$ cat config.mk
export PLATFORM = sky130hd
export DESIGN_NAME = i2c_master_transmit_sequencer
export DESIGN_NICKNAME = d
export VERILOG_FILES = /design/src/rtl/i2c_master_transmit_sequencer.v /design/src/rtl/line_sync.v /design/src/rtl/scl_timer.v
export VERILOG_INCLUDE_DIRS = /design/src /design/src/rtl
export SDC_FILE = /design/constraint.sdc
export NUM_CORES = 1
export LEC_CHECK = 0
export ABC_AREA = 1
export CAP_MARGIN = 20
export CORE_UTILIZATION = 64
export CTS_BUF_LIST = sky130_fd_sc_hd__clkbuf_8 sky130_fd_sc_hd__clkbuf_16
export CTS_CLUSTER_DIAMETER = 80
export CTS_CLUSTER_SIZE = 40
export DETAILED_ROUTE_END_ITERATION = 10
export DONT_BUFFER_PORTS = 1
export PLACE_DENSITY = 0.85
export SYNTH_ARGS = -nofsm -noshare
export SYNTH_HDL_FRONTEND = slang
export SYNTH_HIERARCHICAL = 1
export SYNTH_SLANG_ARGS = --single-unit
export TNS_END_PERCENT = 5
$ cat constraint.sdc
create_clock -name I_CLK -period 2.37 [get_ports I_CLK]
set_clock_uncertainty 0.05 [all_clocks]
set_input_delay 0.237 -clock I_CLK [delete_from_list [all_inputs] [get_ports I_CLK]]
set_output_delay 0.237 -clock I_CLK [all_outputs]
set_load 0.05 [all_outputs]
$ cat src/rtl/i2c_mt_defines.vh
`ifndef I2C_MT_DEFINES_VH
`define I2C_MT_DEFINES_VH

// ----------------------------------------
// Register offsets
// ----------------------------------------
`define R_CTRL_SET 8'h00
`define R_STATUS 8'h04
`define R_DATA 8'h08
`define R_OWN_ADDR 8'h0C
`define R_SCL_HIGH 8'h10
`define R_SCL_LOW 8'h14
`define R_CTRL_CLR 8'h18

// ----------------------------------------
// Control fields and reset values
// ----------------------------------------
`define B_IFACE_ON 6
`define B_BEGIN 5
`define B_HALT 4
`define B_SI 3
`define B_ACK 2
`define CTRL_MASK 8'h7C
`define RST_CTRL 8'h00
`define RST_OWN_ADDR 8'h00
`define RST_SCL_COUNT 8'h04

// ----------------------------------------
// Status codes
// ----------------------------------------
`define ST_START 8'h08
`define ST_RSTART 8'h10
`define ST_AW_ACK 8'h18
`define ST_AW_NACK 8'h20
`define ST_DW_ACK 8'h28
`define ST_DW_NACK 8'h30
`define ST_ARB_LOST 8'h38
`define ST_AR_ACK 8'h40
`define ST_AR_NACK 8'h48
`define ST_DR_ACK 8'h50
`define ST_DR_NACK 8'h58
`define ST_SLV_W 8'h68
`define ST_SLV_GC 8'h78
`define ST_SLV_R 8'hB0
`define ST_NO_INFO 8'hF8

`endif

$ cat src/rtl/i2c_master_transmit_sequencer.v
// Function
// Four modes reached through status-coded events
// Each status point sets flag, stalls bus
// Software enables interface, clears start/stop/flag first
// Acknowledge-assert clear means never entering slave mode
// Software programs low/high bit-rate counts first
// Start request waits for free bus
// START sent gives flag and code 0x08
// Software loads address+write, clears start, flag
// Address phase ends with 0x18, 0x20, 0x38
// Lost to own address gives 0x68/0x78/0xB0
// 0x18 address acked, 0x20 not acked
// 0x28 data acked, 0x30 not acked
// No requests plus new byte: send, sample ack
// Start request alone issues repeated START
// Stop request sends STOP, hardware clears it
// Both requests: STOP then START, stop cleared
// After 0x10 send address, read enters receive
// 0x38 without start releases bus, unaddressed slave
// 0x38 with start retries START later
// Read/nack are SDA high, write/ack low
// SCL held low while flag set
// Code in top five status bits
// Set/clear registers change only one bits
// Shift register MSB first, captures bus
// Disabled interface drives nothing, no flag
//
// The implementer's own choices: the register addresses and strobed register access.
`timescale 1ns/10ps
`include "i2c_mt_defines.vh"
module i2c_master_transmit_sequencer (
  input wire I_CLK,         // System clock, 100 MHz
  input wire I_RST_B,       // Async reset, active low
  input wire [7:0] I_ADDR,  // Register byte address
  input wire [7:0] I_WDATA, // Register write data
  input wire I_WR,          // Write strobe
  input wire I_RD,          // Read strobe
  output reg [7:0] O_RDATA, // Read data, cycle after strobe
  input wire I_SCL,         // Clock line level
  output wire O_SCL_O,      // Clock line drive value
  output wire O_SCL_OE,     // Clock line pulled low
  input wire I_SDA,         // Data line level
  output wire O_SDA_O,      // Data line drive value
  output wire O_SDA_OE      // Data line pulled low
);
  // ----------------------------------------
  // States
  // ----------------------------------------
  localparam S_IDLE = 4'h0;
  localparam S_START = 4'h1;
  localparam S_WAIT = 4'h2;
  localparam S_LOW = 4'h3;
  localparam S_HIGH = 4'h4;
  localparam S_STOP1 = 4'h5;
  localparam S_STOP2 = 4'h6;
  localparam S_STOP3 = 4'h7;
  localparam S_RS1 = 4'h8;
  localparam S_RS2 = 4'h9;

  reg [7:0] ctrl_reg;
  reg [7:0] ctrl_next;
  reg [7:0] own_reg;
  reg [7:0] clk_high_count;
  reg [7:0] clk_low_count;
  reg [7:0] shift_byte_reg;
  reg [4:0] code_reg;
  reg [3:0] state_reg;
  reg [3:0] bit_cnt_reg;
  reg scl_oe_reg;
  reg sda_oe_reg;
  reg si_set_reg;
  reg halt_clr_reg;
  reg tmr_load_reg;
  reg [7:0] tmr_val_reg;
  reg hi_run_reg;
  reg lost_reg;
  reg match_reg;
  reg gc_reg;
  reg slv_rd_reg;
  reg rx_mode_reg;
  reg addr_phase_reg;
  reg after_start_reg;
  reg rs_reg;
  reg busy_reg;
  reg sda_d_reg;
  reg sda_nxt_reg;

  wire [1:0] line_s;
  wire scl_s = line_s[1];
  wire sda_s = line_s[0];
  wire tmr_done;
  wire iface_on = ctrl_reg[`B_IFACE_ON];
  wire begin_cond_req = ctrl_reg[`B_BEGIN];
  wire halt_cond_req = ctrl_reg[`B_HALT];
  wire si_flag = ctrl_reg[`B_SI];
  wire ack_assert = ctrl_reg[`B_ACK];

  // ----------------------------------------
  // Bus line sampling and timing
  // ----------------------------------------
  line_sync u_sync (
    .i_clk(I_CLK),
    .i_rst_b(I_RST_B),
    .i_pin({I_SCL, I_SDA}),
    .o_sync(line_s)
  );

  scl_timer u_timer (
    .i_clk(I_CLK),
    .i_rst_b(I_RST_B),
    .i_load(tmr_load_reg),
    .i_count(tmr_val_reg),
    .o_done(tmr_done)
  );

  // Open-drain: the pin is only ever pulled low
  assign O_SCL_O = 1'b0;
  assign O_SDA_O = 1'b0;
  assign O_SCL_OE = scl_oe_reg;
  assign O_SDA_OE = sda_oe_reg;

  // ----------------------------------------
  // Bus busy tracking
  // ----------------------------------------
  always @(posedge I_CLK or negedge I_RST_B) begin
    if (!I_RST_B) begin
      sda_d_reg <= 1'b1;
      busy_reg <= 1'b0;
    end else begin
      sda_d_reg <= sda_s;
      if (scl_s && sda_d_reg && !sda_s) begin
        busy_reg <= 1'b1;
      end else if (scl_s && !sda_d_reg && sda_s) begin
        busy_reg <= 1'b0;
      end
    end
  end

  // ----------------------------------------
  // Control register
  // ----------------------------------------
  // Hardware set of the flag and software set of stop win over clears
  always @* begin
    ctrl_next = ctrl_reg;
    if (halt_clr_reg) begin
      ctrl_next[`B_HALT] = 1'b0;
    end
    if (I_WR && I_ADDR == `R_CTRL_CLR) begin
      ctrl_next = ctrl_next & ~(I_WDATA & `CTRL_MASK);
    end
    if (I_WR && I_ADDR == `R_CTRL_SET) begin
      ctrl_next = ctrl_next | (I_WDATA & `CTRL_MASK);
    end
    if (si_set_reg) begin
      ctrl_next[`B_SI] = 1'b1;
    end
  end

  always @(posedge I_CLK or negedge I_RST_B) begin
    if (!I_RST_B) begin
      ctrl_reg <= `RST_CTRL;
      own_reg <= `RST_OWN_ADDR;
      clk_high_count <= `RST_SCL_COUNT;
      clk_low_count <= `RST_SCL_COUNT;
    end else begin
      ctrl_reg <= ctrl_next;
      if (I_WR && I_ADDR == `R_OWN_ADDR) begin
        own_reg <= I_WDATA;
      end
      if (I_WR && I_ADDR == `R_SCL_HIGH) begin
        clk_high_count <= I_WDATA;
      end
      if (I_WR && I_ADDR == `R_SCL_LOW) begin
        clk_low_count <= I_WDATA;
      end
    end
  end

  // ----------------------------------------
  // Register read
  // ----------------------------------------
  wire [7:0] status_w = si_flag ? {code_reg, 3'b000} : `ST_NO_INFO;

  always @(posedge I_CLK or negedge I_RST_B) begin
    if (!I_RST_B) begin
      O_RDATA <= 8'h00;
    end else if (I_RD) begin
      case (I_ADDR)
        `R_CTRL_SET: O_RDATA <= ctrl_reg;
        `R_STATUS: O_RDATA <= status_w;
        `R_DATA: O_RDATA <= shift_byte_reg;
        `R_OWN_ADDR: O_RDATA <= own_reg;
        `R_SCL_HIGH: O_RDATA <= clk_high_count;
        `R_SCL_LOW: O_RDATA <= clk_low_count;
        default: O_RDATA <= 8'h00;
      endcase
    end else begin
      O_RDATA <= 8'h00;
    end
  end

  // ----------------------------------------
  // Bit-level decisions
  // ----------------------------------------
  wire rx_w = rx_mode_reg & ~addr_phase_reg;
  wire [7:0] byte_now = {shift_byte_reg[6:0], sda_s};
  // We released SDA for a one but the line reads low
  wire arb_fail = ~sda_oe_reg & ~sda_s & ~lost_reg &
                  (bit_cnt_reg == 4'h8 ? rx_w & ~ack_assert : ~rx_w);
  wire lost_now = lost_reg | arb_fail;
  wire gc_now = (byte_now[7:1] == 7'h00);
  // Address match only counts when acknowledging is enabled
  wire own_hit = ack_assert & addr_phase_reg &
                 ((byte_now[7:1] == own_reg[7:1]) | (gc_now & own_reg[0]));
  wire hi_go = hi_run_reg & (tmr_done | ~scl_s);
  wire [7:0] start_code = rs_reg ? `ST_RSTART : `ST_START;
  reg next_low;
  reg [7:0] end_code;

  // Drive level for the bit after the one being sampled
  always @* begin
    if (bit_cnt_reg == 4'h7) begin
      next_low = lost_now ? own_hit : (rx_w ? ack_assert : 1'b0);
    end else begin
      next_low = ~lost_now & ~rx_w & ~shift_byte_reg[6];
    end
  end

  // Code reported once the acknowledge bit is sampled
  always @* begin
    if (lost_now) begin
      if (match_reg) begin
        end_code = gc_reg ? `ST_SLV_GC : (slv_rd_reg ? `ST_SLV_R : `ST_SLV_W);
      end else begin
        end_code = `ST_ARB_LOST;
      end
    end else if (addr_phase_reg) begin
      if (rx_mode_reg) begin
        end_code = sda_s ? `ST_AR_NACK : `ST_AR_ACK;
      end else begin
        end_code = sda_s ? `ST_AW_NACK : `ST_AW_ACK;
      end
    end else if (rx_mode_reg) begin
      end_code = sda_s ? `ST_DR_NACK : `ST_DR_ACK;
    end else begin
      end_code = sda_s ? `ST_DW_NACK : `ST_DW_ACK;
    end
  end

  // ----------------------------------------
  // Sequencer
  // ----------------------------------------
  always @(posedge I_CLK or negedge I_RST_B) begin
    if (!I_RST_B) begin
      state_reg <= S_IDLE;
      bit_cnt_reg <= 4'h0;
      scl_oe_reg <= 1'b0;
      sda_oe_reg <= 1'b0;
      si_set_reg <= 1'b0;
      halt_clr_reg <= 1'b0;
      tmr_load_reg <= 1'b0;
      tmr_val_reg <= 8'h00;
      hi_run_reg <= 1'b0;
      lost_reg <= 1'b0;
      match_reg <= 1'b0;
      gc_reg <= 1'b0;
      slv_rd_reg <= 1'b0;
      rx_mode_reg <= 1'b0;
      addr_phase_reg <= 1'b0;
      after_start_reg <= 1'b0;
      rs_reg <= 1'b0;
      code_reg <= 5'h1F;
      shift_byte_reg <= 8'h00;
      sda_nxt_reg <= 1'b0;
    end else begin
      si_set_reg <= 1'b0;
      halt_clr_reg <= 1'b0;
      tmr_load_reg <= 1'b0;
      // Software loads are kept out of a byte in flight
      if (I_WR && I_ADDR == `R_DATA && state_reg != S_LOW && state_reg != S_HIGH) begin
        shift_byte_reg <= I_WDATA;
      end
      if (!iface_on) begin
        state_reg <= S_IDLE;
        scl_oe_reg <= 1'b0;
        sda_oe_reg <= 1'b0;
        hi_run_reg <= 1'b0;
      end else begin
        case (state_reg)
          S_IDLE: begin
            scl_oe_reg <= 1'b0;
            sda_oe_reg <= 1'b0;
            lost_reg <= 1'b0;
            if (begin_cond_req && !busy_reg && !si_flag && scl_s && sda_s) begin
              sda_oe_reg <= 1'b1;
              rs_reg <= 1'b0;
              tmr_load_reg <= 1'b1;
              tmr_val_reg <= clk_high_count;
              state_reg <= S_START;
            end
          end
          S_START: begin
            if (tmr_done) begin
              scl_oe_reg <= 1'b1;
              si_set_reg <= 1'b1;
              code_reg <= start_code[7:3];
              after_start_reg <= 1'b1;
              state_reg <= S_WAIT;
            end
          end
          S_WAIT: begin
            scl_oe_reg <= 1'b1;
            // Acknowledge drive ends only once SCL is already held low
            if (si_set_reg && !after_start_reg) begin
              sda_oe_reg <= 1'b0;
            end
            if (!si_flag && !si_set_reg) begin
              tmr_load_reg <= 1'b1;
              tmr_val_reg <= clk_low_count;
              if (lost_reg) begin
                // Slave service is outside this block: just let go
                scl_oe_reg <= 1'b0;
                sda_oe_reg <= 1'b0;
                state_reg <= S_IDLE;
              end else if (halt_cond_req) begin
                sda_oe_reg <= 1'b1;
                halt_clr_reg <= 1'b1;
                state_reg <= S_STOP1;
              end else if (begin_cond_req && !after_start_reg) begin
                sda_oe_reg <= 1'b0;
                state_reg <= S_RS1;
              end else begin
                bit_cnt_reg <= 4'h0;
                addr_phase_reg <= after_start_reg;
                after_start_reg <= 1'b0;
                match_reg <= 1'b0;
                if (after_start_reg) begin
                  rx_mode_reg <= shift_byte_reg[0];
                  sda_oe_reg <= ~shift_byte_reg[7];
                end else begin
                  sda_oe_reg <= ~rx_mode_reg & ~shift_byte_reg[7];
                end
                state_reg <= S_LOW;
              end
            end
          end
          S_LOW: begin
            // SDA moves a cycle after SCL falls so slaves see hold time
            if (tmr_load_reg && bit_cnt_reg != 4'h0) begin
              sda_oe_reg <= sda_nxt_reg;
            end
            if (tmr_done) begin
              scl_oe_reg <= 1'b0;
              state_reg <= S_HIGH;
            end
          end
          S_HIGH: begin
            // Waiting for SCL high lets slaves and other masters stretch
            if (!hi_run_reg && scl_s) begin
              hi_run_reg <= 1'b1;
              tmr_load_reg <= 1'b1;
              tmr_val_reg <= clk_high_count;
            end else if (hi_go) begin
              hi_run_reg <= 1'b0;
              scl_oe_reg <= 1'b1;
              tmr_load_reg <= 1'b1;
              tmr_val_reg <= clk_low_count;
              lost_reg <= lost_now;
              if (bit_cnt_reg == 4'h8) begin
                si_set_reg <= 1'b1;
                code_reg <= end_code[7:3];
                state_reg <= S_WAIT;
              end else begin
                shift_byte_reg <= byte_now;
                if (bit_cnt_reg == 4'h7) begin
                  match_reg <= own_hit;
                  gc_reg <= gc_now;
                  slv_rd_reg <= byte_now[0];
                end
                sda_nxt_reg <= next_low;
                bit_cnt_reg <= bit_cnt_reg + 4'h1;
                state_reg <= S_LOW;
              end
            end
          end
          S_STOP1: begin
            if (tmr_done) begin
              scl_oe_reg <= 1'b0;
              state_reg <= S_STOP2;
            end
          end
          S_STOP2: begin
            if (!hi_run_reg && scl_s) begin
              hi_run_reg <= 1'b1;
              tmr_load_reg <= 1'b1;
              tmr_val_reg <= clk_high_count;
            end else if (hi_go) begin
              hi_run_reg <= 1'b0;
              sda_oe_reg <= 1'b0;
              tmr_load_reg <= 1'b1;
              tmr_val_reg <= clk_high_count;
              state_reg <= S_STOP3;
            end
          end
          S_STOP3: begin
            // Idle starts anew if the start request is still set
            if (tmr_done) begin
              state_reg <= S_IDLE;
            end
          end
          S_RS1: begin
            if (tmr_done) begin
              scl_oe_reg <= 1'b0;
              state_reg <= S_RS2;
            end
          end
          S_RS2: begin
            if (!hi_run_reg && scl_s) begin
              hi_run_reg <= 1'b1;
              tmr_load_reg <= 1'b1;
              tmr_val_reg <= clk_high_count;
            end else if (hi_go) begin
              hi_run_reg <= 1'b0;
              sda_oe_reg <= 1'b1;
              rs_reg <= 1'b1;
              tmr_load_reg <= 1'b1;
              tmr_val_reg <= clk_high_count;
              state_reg <= S_START;
            end
          end
          default: begin
            state_reg <= S_IDLE;
          end
        endcase
      end
    end
  end
endmodule

$ cat src/rtl/line_sync.v
`timescale 1ns/10ps
module line_sync (
  input wire i_clk,        // System clock
  input wire i_rst_b,      // Async reset, active low
  input wire [1:0] i_pin,  // Raw bus lines
  output wire [1:0] o_sync // Synchronised lines
);
  reg [1:0] meta_reg;
  reg [1:0] sync_reg;

  // Lines idle high, so reset to the released level
  always @(posedge i_clk or negedge i_rst_b) begin
    if (!i_rst_b) begin
      meta_reg <= 2'h3;
      sync_reg <= 2'h3;
    end else begin
      meta_reg <= i_pin;
      sync_reg <= meta_reg;
    end
  end

  assign o_sync = sync_reg;
endmodule

$ cat src/rtl/scl_timer.v
`timescale 1ns/10ps
module scl_timer (
  input wire i_clk,        // System clock
  input wire i_rst_b,      // Async reset, active low
  input wire i_load,       // Load pulse
  input wire [7:0] i_count, // Cycles to time
  output wire o_done       // Count expired
);
  reg [7:0] cnt_reg;

  always @(posedge i_clk or negedge i_rst_b) begin
    if (!i_rst_b) begin
      cnt_reg <= 8'h00;
    end else if (i_load) begin
      cnt_reg <= i_count;
    end else if (cnt_reg != 8'h00) begin
      cnt_reg <= cnt_reg - 8'h01;
    end
  end

  // Masked during load so the caller never sees a stale expiry
  assign o_done = (cnt_reg == 8'h00) & ~i_load;
endmodule

Word-level counts from Yosys, hierarchy flattened

Cells that the tools add are included.

Register bits: 98
Input bits: 22
Output and inout port bits: 12
Word-level logic and storage cells: 308

Add/sub/neg operators: 2
Equal/unequal tests: 55
Mux-type cells: 126
Bitwise operators: 35
Reductions and logical operators: 60

Operators by type and width:

| operator           | count |
|---|---|
| $mux 8             | 23 |
| $mux 4             | 26 |
| $mux 1             | 55 |
| $pmux 8 s6         | 1 |
| $ne 3x3->1 const B | 15 |
| $pmux 4 s10        | 1 |
| $pmux 8 s4         | 1 |
| $mux 5             | 6 |
| $ne 2x2->1 const B | 14 |
| $eq 8x5->1 const B | 3 |
| $reduce_and 6->1   | 4 |
| $logic_and 1x1->1  | 21 |
| $reduce_and 7->1   | 3 |
| $eq 4x3->1 const B | 5 |
| $eq 8x4->1 const B | 2 |
| $logic_not 8->1    | 2 |
| $not 1->1          | 16 |
| $reduce_and 5->1   | 3 |
| $mux 7             | 2 |
| $reduce_bool 2->1  | 7 |
| $and 1x1->1        | 13 |
| $reduce_and 13->1  | 1 |
| $eq 4x4->1 const B | 3 |
| $pmux 1 s2         | 5 |
| other kinds (33)   | 46 |

Depth between registers and ports, before layout

Depth in word-level cells: 11
Depth in mapped cells: 14
Gate-level depth less buffers: 14

Hierarchy

The synthesis kept the hierarchy.

By module, submodules not included:

| module                        | times used | cells an instance | area each (µm²) | sequential area each (µm²) |
|---|---|---|---|---|
| i2c_master_transmit_sequencer | 1          | 646               | 4733.3          | 2087.0 |
| scl_timer                     | 1          | 76                | 574.3           | 200.2 |
| line_sync                     | 1          | 4                 | 105.1           | 105.1 |

Least setup slack after synthesis

No wires, ideal clock.

Path type: flip-flop to flip-flop
Start point: register u_timer.cnt_reg[0]
End point: register state_reg[0]
Setup time: 83 ps
Arrival time: 1879 ps
Data required time: 2237 ps
Slack: 358 ps
Cell stages (with the launch flop): 13
Buffers on the path: 0
Clock period less this slack: 2012 ps
Cells stage by stage: dfrtp_1 -> inv_1 -> ha_1 -> nand3_4 -> nor2_8 -> inv_1 -> a21oi_1 -> nor2_1 -> nand2_1 -> nand3_1 -> nor2_2 -> nand3_1 -> o21ai_0

Longest elaborated chain between the ends: 6
Elaborated cells on any way between the ends: 13
Those cells by class: eq/ne (8); bitwise (3); reduce/logical (2)

Ends and longest elaborated chain:

| element                       | RTL line                            | RTL |
|---|---|---|
| from (decl)                   | scl_timer.v:9                       | `reg [7:0] cnt_reg;` |
| from (signal assigned)        | scl_timer.v:15                      | `cnt_reg <= i_count;` |
| from (signal assigned)        | scl_timer.v:17                      | `cnt_reg <= cnt_reg - 8'h01;` |
| $logic_not 8->1 *             | scl_timer.v:22                      | `assign o_done = (cnt_reg == 8'h00) & ~i_load;` |
| $and 1x1->1 *                 | scl_timer.v:22                      |  |
| via tmr_done                  | i2c_master_transmit_sequencer.v:91  | `wire tmr_done;` |
| $or 1x1->1                    | i2c_master_transmit_sequencer.v:215 | `wire hi_go = hi_run_reg & (tmr_done \| ~scl_s);` |
| $and 1x1->1                   | i2c_master_transmit_sequencer.v:215 |  |
| $ne 3x3->1 (no line)          | --                                  |  |
| $reduce_and 13->1 (no line) * | --                                  |  |
| to (signal assigned)          | i2c_master_transmit_sequencer.v:255 | `state_reg <= S_IDLE;` |
| to (signal assigned)          | i2c_master_transmit_sequencer.v:284 | `state_reg <= S_IDLE;` |
| to (signal assigned)          | i2c_master_transmit_sequencer.v:299 | `state_reg <= S_START;` |
| to (decl)                     | i2c_master_transmit_sequencer.v:67  | `reg [3:0] state_reg;` |

The timed path passes the listed nets; every way through them passes the cells marked *.
A chain may end at the register's enable or synchronous reset.

Worst setup path after layout

Same ends and word-level chain as after synthesis.

==> flow_summary.toml <==
[pwr]
power.density_nw_per_um2 = 610
p_leak_nw = 2.89
peakVddDrop_v = 0.000425

[timing]
min_period_ns = 2.13
relSlewSlack_pct = 62.8
fmax_mhz = 469
rsz0062_at_grt = "false"
setup_tns_ns = 0
setup_viol = 0
fin_crit_sh_pct = 89.9
tightest_slew_ns = 0.558
hold-worst-slack_ns = -0.499
slew_viol_final = 0
hold_viol = 95

[floorplan]
rows = 33
dieHeight_um = 94.0
die_w_um = 94.0
io_pins = 34
start_util_pct = 65.9
die_area_um2 = 8830
core_area_um2 = 8220

[yosys]
synth.area.top_cells = "dfrtp_1, nand2_1, o21ai_0"
synth_top_area_cell = "dfrtp_1"
seq_area_frac_synth_pct = 44.2
synthArstFlopShare_pct = 100
synth_commonest_cells = "nand2_1, inv_1, dfrtp_1, o21ai_0, nor2_1"
synth-simple-area-share_pct = 30.0
netlist_instances = 726
syn_avg_cell_area_um2 = 7.46
synth-adder-area-share_pct = 1.62
synth-edff-count = 0
synthesis.area_um2 = 5410
synth_compound_area_share_pct = 14.9
synth_mux_area_share_pct = 0.208
synth_top_area_share_pct = 38.4
synth_most_common_cell = "nand2_1"
yosysUniqueCellTypes = 42
yosysWarnings = 6
synth_seq_cells = 95
synth-xor-area-share_pct = 0.809
synth_top_family_by_area = "simple AND/OR/NAND/NOR gates"
synth_flop_cell = "dfrtp_1"

[routing]
drtIter0Drc = 492
ant_nets = 0
drc_errors = 0
wire_per_inst_um = 15.9
drtPass1Iterations = 7
routed_wl_um = 13600
vias = 5027
avgViaCountPerCell = 5.88

[clock_network]
clockBufferDepth = 2
cts.sinks = 95
clk-insertion-delay-late_ns = 0.37
cts_tree = "built"
cts_buffers = 9
path_clk_slew_ns = 0.10
cts-root-buf = "clkbuf_8"
htree_levels = 3

[global_route]
antenna_found_initial = 0
grt_pass1_wl_um = 22100
grt_pass1_vias = 4708
grt_use_total_pct = 33.0
grt_overflow = 0
grt_max_degree = 96

[placement]
place_congestion = 0.947
portBuffers = 0
placed_area_um2 = 5530
dp_hpwl_um = 9930

[setup_path]
required_ns = 2.61
cp_max_fo = 8
cp-startpoint = "u_timer/cnt_reg[0]$_DFFE_PN0N_"
reg2reg_from = "u_timer/cnt_reg[0]$_DFFE_PN0N_"
cp_cell_sequence = "inv_1 > ha_1 > nand3_4 > nor2_8 > inv_1 > a21oi_2 > nor2_1 > nand2_1 > nand3_1 > nor2_4 > nand3_1 > o21ai_0"
start_kind = "flop"
slowest_stage = "dfrtp_1"
cp-end-kind = "flop"
crit_type = "reg -> reg"
worstPathArrival_ns = 2.37
max_stage_delay_ns = 0.42

[cells_and_area]
num_antenna_cells = 0
syn2layout_area_growth_pct = 8.04
drive_above_1_share_pct = 11.2
layout.nets = 774
stdcell_area_um2 = 5850

[run]
max_cap_violations = 0

[outcome]
status = "finished with violations"
violations = "hold timing"

[min_path]
min-delay-path-class = "in -> async"
critical path: cells and delay by family (launching register included):
kind	cells	cell delay [ns]
AND/OR/NAND/NOR	7	0.86
adder cells (fa/ha/maj)	1	0.21
AO/OA/AOI/OAI	2	0.32
buffers and inverters	2	0.18
flip-flops	1	0.42
timing repair:
item                       CTS  global route
hold endpoints to repair   121            96
gates resized for setup      0             2
setup buffers                0             0
hold buffers                10             1
setup endpoints to repair    0             7
cells in the final DEF (no fill, tap or decap), drive strengths merged:
cell type / synthesis / layout
clkinv: 1 / 2
conb: 1 / 2
o21a: 1 / 1
clkbuf: 1 / 11
o211a: 1 / 1
dfrtp: 83 / 83
o22ai: 11 / 11
xor2: 4 / 4
dlygate4sd3: 0 / 11
xnor2: 1 / 1
nand2: 200 / 200
a21oi: 26 / 26
buf: 9 / 6
nand4: 10 / 10
ha: 7 / 7
dfstp: 12 / 12
o21ai: 103 / 103
nor3: 10 / 10
inv: 101 / 105
nand3: 42 / 42
nor2: 91 / 91
o31ai: 1 / 1
mux2: 1 / 1
nor3b: 2 / 2
a31oi: 4 / 4
o211ai: 3 / 3
per-stage QoR:
stage / util (%) / total power, W / std cells / setup WS (ns) / hold WS (ns)
6_report: 71.2 / 0.00357 / 855 / 0.238 / -0.499
5_1_grt: 71.2 / 0.00373 / 855 / 0.0280 / -0.517
4_1_cts: 70.9 / 0.00356 / 854 / 0.118 / -0.506
3_5_place_dp: 67.3 / 0.00248 / 828 / 0.154 / -0.106
3_3_place_gp: 67.3 / 0.00244 / 828 / 0.280 / -0.106
2_1_floorplan: - / 0.00236 / 727 / 0.358 / -0.109
power by group:
part | internal (W) | switching [W]
clock network | 0.000461 | 0.000622
registers | 0.00175 | 0.000122
logic | 0.000230 | 0.000388
area by class of cell:
class                      instances  area [um^2]
clock buffer                      11          151
clock inverter                     5         46.3
fill                             673         2370
inverter                         102          385
multi-input combinational        520         2590
sequential                        95         2390
tap                              105          131
timing repair buffer              17          155
worst paths after layout:
kind / endpoint / slack, ns / depth (start not counted)
max in group asynchronous: u_sync/o_sync[1]$_DFF_PN1_ / 2.55 / 0
setup / recovery: state_reg[0]$_DFFE_PN0P_ / 0.24 / 12
min in group I_CLK: flop / 0.01 / 2
hold reg to reg: u_sync/o_sync[0]$_DFF_PN1_ / 0.31 / 0
setup reg to reg: state_reg[0]$_DFFE_PN0P_ / 0.24 / 12
hold / removal: u_timer/cnt_reg[5]$_DFFE_PN0N_ / -0.50 / 0
per-layer routing:
metal	track usage [%]	vias up	wire length (um)
li1	-	2373	-
met1	42.9	2369	5660
met2	54.9	247	6520
met3	4.69	38	959
met4	14.4	0	449
met5	0	-	0
kinds of logic after synthesis:
kind of cell / count (synthesis)
compound gates: 150
xor+xnor: 5
fa+ha+maj: 7
buf+inv: 112
flops: 95
mux: 1
other cells: 1
simple gates: 355
Power figures use the tool's default switching activity.
